File: src/verilog/fdcr_pkg.sv
// Constants and types shared by the floppy drive control register block
package fdcr_pkg;

    // ******************************************************
    // Register addresses on the host I/O bus
    // ******************************************************
    localparam logic [9:0] FDCR_ADDR_STATUS_B = 10'h3F1;
    localparam logic [9:0] FDCR_ADDR_OCTL = 10'h3F2;
    localparam logic [9:0] FDCR_ADDR_TAPE = 10'h3F3;
    localparam logic [9:0] FDCR_ADDR_DIR = 10'h3F7;

    // ******************************************************
    // Field positions of drive_output_control
    // ******************************************************
    localparam int FDCR_OCTL_SEL_LSB = 0;
    localparam int FDCR_OCTL_RST_BIT = 2;
    localparam int FDCR_OCTL_DMA_BIT = 3;
    localparam int FDCR_OCTL_MOT0_BIT = 4;
    localparam int FDCR_OCTL_MOT1_BIT = 5;

    // ******************************************************
    // Field positions of latched_drive_status_b
    // ******************************************************
    localparam int FDCR_LSTAT_WG_BIT = 2;
    localparam int FDCR_LSTAT_RD_BIT = 3;
    localparam int FDCR_LSTAT_WD_BIT = 4;
    localparam int FDCR_LSTAT_DS0_BIT = 5;
    localparam int FDCR_LSTAT_DS1_BIT = 6;

    // ******************************************************
    // Reset values and fixed read values
    // ******************************************************
    localparam logic [5:0] FDCR_OCTL_RESET = 6'h00;
    localparam logic [1:0] FDCR_TAPE_RESET = 2'h0;
    localparam logic [7:0] FDCR_LSTAT_ONES = 8'h83;
    localparam logic [7:0] FDCR_TAPE_OE_NORMAL = 8'h03;
    localparam logic [7:0] FDCR_OE_ALL = 8'hFF;

    // ******************************************************
    // Timing: least width of the controller reset
    // ******************************************************
    localparam int FDCR_CLK_PERIOD_NS = 4;
    localparam int FDCR_SOFT_RST_MIN_NS = 100;
    localparam int FDCR_SOFT_RST_CYC =
        (FDCR_SOFT_RST_MIN_NS + FDCR_CLK_PERIOD_NS - 1) / FDCR_CLK_PERIOD_NS;
    localparam logic [4:0] FDCR_SOFT_RST_LOAD = 5'(FDCR_SOFT_RST_CYC);

    // ******************************************************
    // Status behaviour modes
    // ******************************************************
    typedef enum logic [1:0]
    {
        FDCR_MODE_LEGACY = 2'b00,
        FDCR_MODE_ALT = 2'b01,
        FDCR_MODE_EXT = 2'b10
    } fdcr_mode_e;

endpackage

File: src/verilog/fdcr_regs.sv
// Floppy drive control registers: drive output, tape assignment, latched status
//
// Function
// Status bits 0, 1, 7 read one
// Bit 2 latches write gate rise
// Bit 3 latches read data fall
// Bit 4 latches write data fall
// Bits 5, 6 show select outputs
// Output register writable; soft reset keeps it
// Bits 1:0 encode one selected drive
// Bit 2 low holds controller in reset
// Reset pulse lasts at least 100 ns
// Bit 3 gates DMA and interrupt pins
// Extended mode keeps pins always enabled
// Bits 4, 5 drive motor outputs
// Bits 6, 7 always read zero
// Normal decode of selects and motors
// Swapped decode of selects and motors
// Software writes 1CH or 2DH
// Tape register bits 1:0 assign drive
// Normal mode tape read drives 1:0
// Tape register survives soft reset
// Enhanced mode tape read layout
// Drive type from config byte pair
// Inputs pick decode and status mode
`timescale 1ns/100ps
module fdcr_regs
(
    // Clock and reset
    input wire logic CLK,
    input wire logic RESET_N,
    // Host I/O bus
    input wire logic [9:0] IO_ADDR,
    input wire logic IO_RD,
    input wire logic IO_WR,
    input wire logic [7:0] IO_WDATA,
    output logic [7:0] IO_RDATA,
    output logic [7:0] IO_RDATA_OE,
    // Static configuration
    input wire fdcr_pkg::fdcr_mode_e STATUS_MODE,
    input wire logic SWAP_DECODE,
    input wire logic ENH_FLOPPY_MODE2,
    input wire logic [1:0] BOOT_DRIVE,
    input wire logic [7:0] DRIVE_TYPE_CONFIG_BYTE,
    // Disk interface levels watched by the status latch
    input wire logic WRITE_GATE_OUT,
    input wire logic READ_DATA_IN,
    input wire logic WRITE_DATA_OUT,
    // Drive outputs
    output logic DRIVE_SEL_OUT_0_N,
    output logic DRIVE_SEL_OUT_1_N,
    output logic MOTOR_ON_OUT_0_N,
    output logic MOTOR_ON_OUT_1_N,
    // Controller reset
    output logic CTRL_RESET_N,
    // DMA and interrupt pin gating
    input wire logic CORE_DRQ,
    input wire logic CORE_IRQ,
    input wire logic DACK_N_IN,
    input wire logic TC_IN,
    output logic DRQ_OUT,
    output logic DRQ_OE,
    output logic FLOPPY_IRQ_OUT,
    output logic FLOPPY_IRQ_OE,
    output logic DACK_N_GATED,
    output logic TC_GATED
);
    import fdcr_pkg::*;

    // ******************************************************
    // Helpers
    // ******************************************************

    // Pick one bit pair of a byte by a two-bit index
    function automatic logic [1:0] pick_pair(input logic [7:0] byte_in, input logic [1:0] idx);
        logic [1:0] res;
        res = 2'h0;
        case (idx)
            2'h0: res = byte_in[1:0];
            2'h1: res = byte_in[3:2];
            2'h2: res = byte_in[5:4];
            2'h3: res = byte_in[7:6];
            default: res = 2'h0;
        endcase
        return res;
    endfunction

    // Active-low select for one drive: code must match and its motor bit be set
    function automatic logic sel_low(input logic [1:0] code, input logic [1:0] want,
                                     input logic motor);
        return !((code == want) && motor);
    endfunction

    // ******************************************************
    // State
    // ******************************************************
    typedef struct packed
    {
        logic [5:0] octl;
        logic [1:0] tape_sel;
        logic wg_latch;
        logic rd_latch;
        logic wd_latch;
        logic wg_prev;
        logic rd_prev;
        logic wd_prev;
        logic [4:0] rst_cnt;
        logic ctrl_rst_n;
        logic ds0_n;
        logic ds1_n;
        logic mtr0_n;
        logic mtr1_n;
        logic [7:0] rdata;
        logic [7:0] rdata_oe;
        logic drq;
        logic drq_oe;
        logic irq;
        logic irq_oe;
        logic dack_n;
        logic tc;
    } fdcr_state_s;

    fdcr_state_s st_q;
    fdcr_state_s st_d;

    logic [2:0] pins_sync;
    logic wg_now;
    logic rd_now;
    logic wd_now;

    // ******************************************************
    // Pin synchronisers
    // ******************************************************
    fdcr_sync #(.WIDTH(3)) u_sync
    (
        .clk(CLK),
        .reset_n(RESET_N),
        .async_in({WRITE_DATA_OUT, READ_DATA_IN, WRITE_GATE_OUT}),
        .sync_out(pins_sync)
    );

    assign wg_now = pins_sync[0];
    assign rd_now = pins_sync[1];
    assign wd_now = pins_sync[2];

    // ******************************************************
    // Next-state logic
    // ******************************************************
    always_comb
    begin
        logic wr_octl;
        logic wr_tape;
        logic rd_dir;
        logic [1:0] sel;
        logic mot0;
        logic mot1;
        logic dma_on;
        logic [7:0] lstat;
        logic [1:0] dtype;

        wr_octl = IO_WR && (IO_ADDR == FDCR_ADDR_OCTL);
        wr_tape = IO_WR && (IO_ADDR == FDCR_ADDR_TAPE);
        rd_dir = IO_RD && (IO_ADDR == FDCR_ADDR_DIR);
        sel = 2'h0;
        mot0 = 1'b0;
        mot1 = 1'b0;
        dma_on = 1'b0;
        lstat = 8'h00;
        dtype = 2'h0;
        st_d = st_q;

        // writes accepted at any time
        if (wr_octl)
        begin
            st_d.octl = IO_WDATA[5:0];
        end
        // tape drive number
        if (wr_tape)
        begin
            st_d.tape_sel = IO_WDATA[1:0];
        end

        sel = st_d.octl[FDCR_OCTL_SEL_LSB +: 2];
        mot0 = st_d.octl[FDCR_OCTL_MOT0_BIT];
        mot1 = st_d.octl[FDCR_OCTL_MOT1_BIT];

        // Edge history of the filtered levels
        st_d.wg_prev = wg_now;
        st_d.rd_prev = rd_now;
        st_d.wd_prev = wd_now;

        // Sticky latches: a new edge in the clearing cycle wins
        if (rd_dir)
        begin
            st_d.wg_latch = 1'b0;
            st_d.rd_latch = 1'b0;
            st_d.wd_latch = 1'b0;
        end
        // write gate going active
        if (wg_now && !st_q.wg_prev)
        begin
            st_d.wg_latch = 1'b1;
        end
        // read data going inactive
        if (!rd_now && st_q.rd_prev)
        begin
            st_d.rd_latch = 1'b1;
        end
        // write data going inactive, not gated by write gate
        if (!wd_now && st_q.wd_prev)
        begin
            st_d.wd_latch = 1'b1;
        end

        // reset held while the bit is zero
        // stretch so even back-to-back writes give a full-width pulse
        if (!st_d.octl[FDCR_OCTL_RST_BIT])
        begin
            st_d.rst_cnt = FDCR_SOFT_RST_LOAD;
        end
        else if (st_q.rst_cnt != 5'h00)
        begin
            st_d.rst_cnt = st_q.rst_cnt - 5'h01;
        end
        st_d.ctrl_rst_n = st_d.octl[FDCR_OCTL_RST_BIT] && (st_d.rst_cnt == 5'h00);

        // decode chosen by a static input
        if (SWAP_DECODE)
        begin
            // swapped decode
            st_d.ds1_n = sel_low(sel, 2'h0, mot0);
            st_d.ds0_n = sel_low(sel, 2'h1, mot1);
            st_d.mtr1_n = !mot0;
            st_d.mtr0_n = !mot1;
        end
        else
        begin
            // one drive at a time from the code
            // normal decode
            st_d.ds0_n = sel_low(sel, 2'h0, mot0);
            st_d.ds1_n = sel_low(sel, 2'h1, mot1);
            // motor bits drive the motor pins
            st_d.mtr0_n = !mot0;
            st_d.mtr1_n = !mot1;
        end

        // extended mode keeps the pins enabled, even in reset
        // otherwise the DMA bit gates them
        dma_on = (STATUS_MODE == FDCR_MODE_EXT) || st_d.octl[FDCR_OCTL_DMA_BIT];
        st_d.drq = CORE_DRQ;
        st_d.drq_oe = dma_on;
        st_d.irq = CORE_IRQ;
        st_d.irq_oe = dma_on;
        st_d.dack_n = dma_on ? DACK_N_IN : 1'b1;
        st_d.tc = dma_on ? TC_IN : 1'b0;

        // unsupported selects and drive-present read one
        lstat = FDCR_LSTAT_ONES;
        lstat[FDCR_LSTAT_WG_BIT] = st_q.wg_latch;
        lstat[FDCR_LSTAT_RD_BIT] = st_q.rd_latch;
        lstat[FDCR_LSTAT_WD_BIT] = st_q.wd_latch;
        // current select pins, active low
        lstat[FDCR_LSTAT_DS0_BIT] = st_q.ds0_n;
        lstat[FDCR_LSTAT_DS1_BIT] = st_q.ds1_n;

        // drive type pair chosen by the select code
        dtype = pick_pair(DRIVE_TYPE_CONFIG_BYTE, st_q.octl[FDCR_OCTL_SEL_LSB +: 2]);

        // Read answer: one cycle after the strobe, bus floats otherwise
        st_d.rdata = 8'h00;
        st_d.rdata_oe = 8'h00;
        if (IO_RD)
        begin
            case (IO_ADDR)
                FDCR_ADDR_STATUS_B:
                begin
                    // Other modes leave this address floating
                    if (STATUS_MODE == FDCR_MODE_ALT)
                    begin
                        st_d.rdata = lstat;
                        st_d.rdata_oe = FDCR_OE_ALL;
                    end
                end
                FDCR_ADDR_OCTL:
                begin
                    // unsupported motor enables read zero
                    st_d.rdata = {2'h0, st_q.octl};
                    st_d.rdata_oe = FDCR_OE_ALL;
                end
                FDCR_ADDR_TAPE:
                begin
                    if (ENH_FLOPPY_MODE2)
                    begin
                        // enhanced layout with reserved top bits zero
                        st_d.rdata = {2'h0, dtype, BOOT_DRIVE, st_q.tape_sel};
                        st_d.rdata_oe = FDCR_OE_ALL;
                    end
                    else
                    begin
                        // only the tape select bits are driven
                        st_d.rdata = {6'h00, st_q.tape_sel};
                        st_d.rdata_oe = FDCR_TAPE_OE_NORMAL;
                    end
                end
                default:
                begin
                    st_d.rdata = 8'h00;
                    st_d.rdata_oe = 8'h00;
                end
            endcase
        end
    end

    // ******************************************************
    // State register
    // ******************************************************
    // only the hardware reset touches the tape and output registers
    always_ff @(posedge CLK)
    begin
        if (!RESET_N)
        begin
            st_q <= '0;
            st_q.octl <= FDCR_OCTL_RESET;
            // extended mode keeps the pins driven through reset
            st_q.drq_oe <= (STATUS_MODE == FDCR_MODE_EXT);
            st_q.irq_oe <= (STATUS_MODE == FDCR_MODE_EXT);
            st_q.tape_sel <= FDCR_TAPE_RESET;
            st_q.rst_cnt <= FDCR_SOFT_RST_LOAD;
            st_q.ds0_n <= 1'b1;
            st_q.ds1_n <= 1'b1;
            st_q.mtr0_n <= 1'b1;
            st_q.mtr1_n <= 1'b1;
            st_q.dack_n <= 1'b1;
        end
        else
        begin
            st_q <= st_d;
        end
    end

    // ******************************************************
    // Outputs, all straight from the state register
    // ******************************************************
    assign IO_RDATA = st_q.rdata;
    assign IO_RDATA_OE = st_q.rdata_oe;
    assign DRIVE_SEL_OUT_0_N = st_q.ds0_n;
    assign DRIVE_SEL_OUT_1_N = st_q.ds1_n;
    assign MOTOR_ON_OUT_0_N = st_q.mtr0_n;
    assign MOTOR_ON_OUT_1_N = st_q.mtr1_n;
    assign CTRL_RESET_N = st_q.ctrl_rst_n;
    assign DRQ_OUT = st_q.drq;
    assign DRQ_OE = st_q.drq_oe;
    assign FLOPPY_IRQ_OUT = st_q.irq;
    assign FLOPPY_IRQ_OE = st_q.irq_oe;
    assign DACK_N_GATED = st_q.dack_n;
    assign TC_GATED = st_q.tc;

endmodule

File: src/verilog/fdcr_sync.sv
// Three-stage input synchroniser with agreement filter
`timescale 1ns/100ps
module fdcr_sync
#(
    parameter int WIDTH = 3
)
(
    // Clock and reset
    input wire logic clk,
    input wire logic reset_n,
    // Asynchronous levels in, filtered levels out
    input wire logic [WIDTH-1:0] async_in,
    output logic [WIDTH-1:0] sync_out
);

    typedef struct packed
    {
        logic [WIDTH-1:0] s1;
        logic [WIDTH-1:0] s2;
        logic [WIDTH-1:0] s3;
        logic [WIDTH-1:0] stable;
    } fdcr_sync_s;

    fdcr_sync_s st_q;
    fdcr_sync_s st_d;

    always_comb
    begin
        st_d = st_q;
        st_d.s1 = async_in;
        st_d.s2 = st_q.s1;
        st_d.s3 = st_q.s2;
        // Only the later stages are compared, never the first
        for (int i = 0; i < WIDTH; i++)
        begin
            if (st_q.s2[i] == st_q.s3[i])
            begin
                st_d.stable[i] = st_q.s3[i];
            end
        end
    end

    always_ff @(posedge clk)
    begin
        if (!reset_n)
        begin
            st_q <= '0;
        end
        else
        begin
            st_q <= st_d;
        end
    end

    assign sync_out = st_q.stable;

endmodule
File: config.mk
export PLATFORM = sky130hd
export DESIGN_NAME = fdcr_regs
export DESIGN_NICKNAME = d
export VERILOG_FILES = /design/src/verilog/fdcr_pkg.sv /design/src/verilog/fdcr_regs.sv /design/src/verilog/fdcr_sync.sv
export SDC_FILE = /design/constraint.sdc
export NUM_CORES = 1
export LEC_CHECK = 0
export ABC_AREA = 1
export BUFFER_PORTS_ARGS = -buffer_cell sky130_fd_sc_hd__buf_2
export CAP_MARGIN = 20
export CELL_PAD_IN_SITES_DETAIL_PLACEMENT = 0
export CELL_PAD_IN_SITES_GLOBAL_PLACEMENT = 1
export CORE_MARGIN = 5
export CORE_UTILIZATION = 38
export DETAILED_ROUTE_END_ITERATION = 10
export PLACE_DENSITY = 0.94
export SKIP_CTS_REPAIR_TIMING = 1
export SYNTH_ARGS = -nofsm -noshare
export SYNTH_HDL_FRONTEND = slang
export SYNTH_SLANG_ARGS = --single-unit
File: constraint.sdc
create_clock -name CLK -period 2.3 [get_ports CLK]
set_clock_uncertainty 0.1 [all_clocks]
set_input_delay 0.345 -clock CLK [delete_from_list [all_inputs] [get_ports CLK]]
set_output_delay 0.345 -clock CLK [all_outputs]
set_load 0.02 [all_outputs]
==> metrics.md <==
| Metric | Value |
|---|---|
| Status | completed |
| Congestion Overflow GR | 0 |
| Share of cells above drive strength 1 | 23.9% |
| Core area | 5570 um2 |
| Die W | 86.1 um |
| Arr. time, crit path | 1.65 ns |
| Slew @ Worst Pin | 0.422 ns |
| Final instance area | 2570 um2 |
| Setup-failing EPs final | 0 |
| Syn Nets | 340 |
| Iteration-0 DRC Markers | 82 |
| Initial antenna violation count | 0 |
| R2R Setup Slk | 0.79 ns |
| Mapped Area | 2200 um2 |
| DRC | 0 |
| Kind of critical path | in2reg |
| Worst-path fanout max | 13 |
| Die height | 86.1 um |
| Clock buffer depth | 2 |
| Root buf cell | clkbuf_8 |
| Max-cap violations | 0 |
| Commonest cells after routing, fill and taps aside | buf_2 (67), nand2_1 (66), inv_1 (61), dfxtp_1 (51), nor2_1 (24) |
| Die area | 7420 um2 |
| Largest net degree at the start of global routing | 24 |
| Fin nets | 394 |
| Antenna diodes | 0 |
| Clock-pin transition on the worst setup and hold timing paths | 0.09 ns |
| Worst skew pair latency | 0.30 ns |
| Ports | 70 |
| Synth Register Bits | 51 |
| Area growth, synth to finish | 16.5% |
| Number of global-route vias before repair | 1786 |
| HPWL after DPL | 3.46 mm |
| Fmax | 645 MHz |
| Sequential share of the synthesized area | 46.4% |
| Non-Filler Instances | 423 |
| Crit end category | register |
| Hold Path Class | in2reg |
| Max Slew Vio Count | 0 |
| H-tree level count | 2 |
| Worst hold slack | 0.118 ns |
| Crit start category | input port |
| RSZ-0062 raised after global routing | false |
| Vias | 1848 |
| DRT Pass-1 Iters | 4 |
| Sinks on Clock Net | 51 |
| Mapped Cells | 296 |
| Tcrit/Tclk final | 67.4% |
| Vias per cell | 4.37 |
| Most common cell after layout, fill and taps aside | buf_2 |
| Warnings from Yosys | 0 |
| Post-DRT Antenna Nets | 0 |
| Maximum vdd ir drop | 389 uV |
| Post-Syn Area per Cell | 7.44 um2 |
| GRT Total Usage | 12.6% |
| Post-synth cell types | 28 |
| Routed len/inst | 10.6 um |
| P per Cell Area | 582 nW/um2 |
| Max_slew headroom | 71.9% |
| Total Wirelength | 4.48 mm |
| P_leak | 1.46 nW |
| GPL Wtd Cong | 0.903 |
| CTS tree | done |
| First-pass GRT wire length | 7.54 mm |
| I/O Buffers | 67 |
| Min cycle time layout | 1.55 ns |
| Hold Crit Depth | 3 |
| Initial core utilization | 39.5% |
| Fin Setup TNS | 0 ns |
| Num CTS Buffers | 5 |
| Placement Cell Area | 2480 um2 |
| Final hold vios | 0 |
| Reg2Reg Depth | 7 |
| Placed Instances | 415 |
| Row cnt | 27 |
| Critical Path RT | 2.40 ns |
[sequential cells by signal (all words and copies together) (netlist names), 2 cells and up]
signal / cells
u_sync.st_d: 6
u_sync.sync_out: 3
st_q: 19
IO_RDATA_OE: 2
u_sync.st_q: 3
IO_RDATA: 8
[power by group]
part	switching [mW]	internal, mW
Clock	0.288	0.213
Combinational	0.0553	0.0396
Sequential	0.00304	0.893
Total	0.347	1.15
[kinds of logic after synthesis]
kind of cell             count (synthesis)  share of synthesized area [%]
AND/OR/NAND/NOR                        124                           25.1
buffers and inverters                   83                           17.6
XOR/XNOR                                 2                          0.796
adder cells (fa/ha/maj)                  1                          0.568
AO/OA/AOI/OAI                           35                           9.66
flip-flops                              51                           46.4
[synth_stat cells, drive strengths merged]
cell type,n,area [um2]
a21oi,11,55.1
a31oi,1,6.26
buf,19,146
clkbuf,2,7.51
dfxtp,51,1020
ha,1,12.5
inv,62,233
nand2,67,259
nand3,14,70.1
nand4,8,65.1
nor2,28,120
nor3,5,25.0
o21a,2,15.0
o21ai,10,53.8
o21bai,3,22.5
o221ai,4,35.0
o22ai,4,25.0
or2,2,12.5
xor2,2,17.5
[metrics by stage]
stage,worst slack [ns],util [%],total power [mW]
floorplan,0.863,-,0.959
global placement,0.477,44.5,1.01
detailed placement,0.426,44.5,1.01
CTS,0.740,46.0,1.50
global route,0.610,46.0,1.56
finish,0.749,46.0,1.49
[final timing paths]
path,start,to
setup reg to reg,st_q[27],CTRL_RESET_N
hold / removal,READ_DATA_IN,u_sync.st_d[7]
hold reg to reg,u_sync.st_d[8],u_sync.st_d[5]
setup / recovery,IO_ADDR[3],DACK_N_GATED
[worst max-delay path, cell delays in order]
cell and delay [ns]:
buf_2 0.11, inv_1 0.06, nand2_1 0.06, nor2_2 0.20, nand4_4 0.25, nand2_1 0.11
o21ai_0 0.13, nand2_1 0.10, nand2_1 0.06, or2_1 0.22
[final cells by class]
type                            instances  area (um2)
Clock buffer                            6        72.6
Clock inverter                          2        12.5
Fill cell                             592        3010
Inverter                               62         233
Multi-Input combinational cell        162         795
Sequential cell                        51        1020
Tap cell                               72        90.1
Timing Repair Buffer                   68         343
[routing by layer]
| metal | global-route usage [%] | vias up | routed length (um) |
|---|---|---|---|
| li1 | - | 1004 | - |
| met1 | 15.2 | 782 | 2000 |
| met2 | 21.6 | 58 | 2030 |
| met3 | 3.55 | 4 | 401 |
| met4 | 3.45 | 0 | 44 |
| met5 | 0 | - | 0 |
No activity file was read; power rests on OpenSTA's default activity.
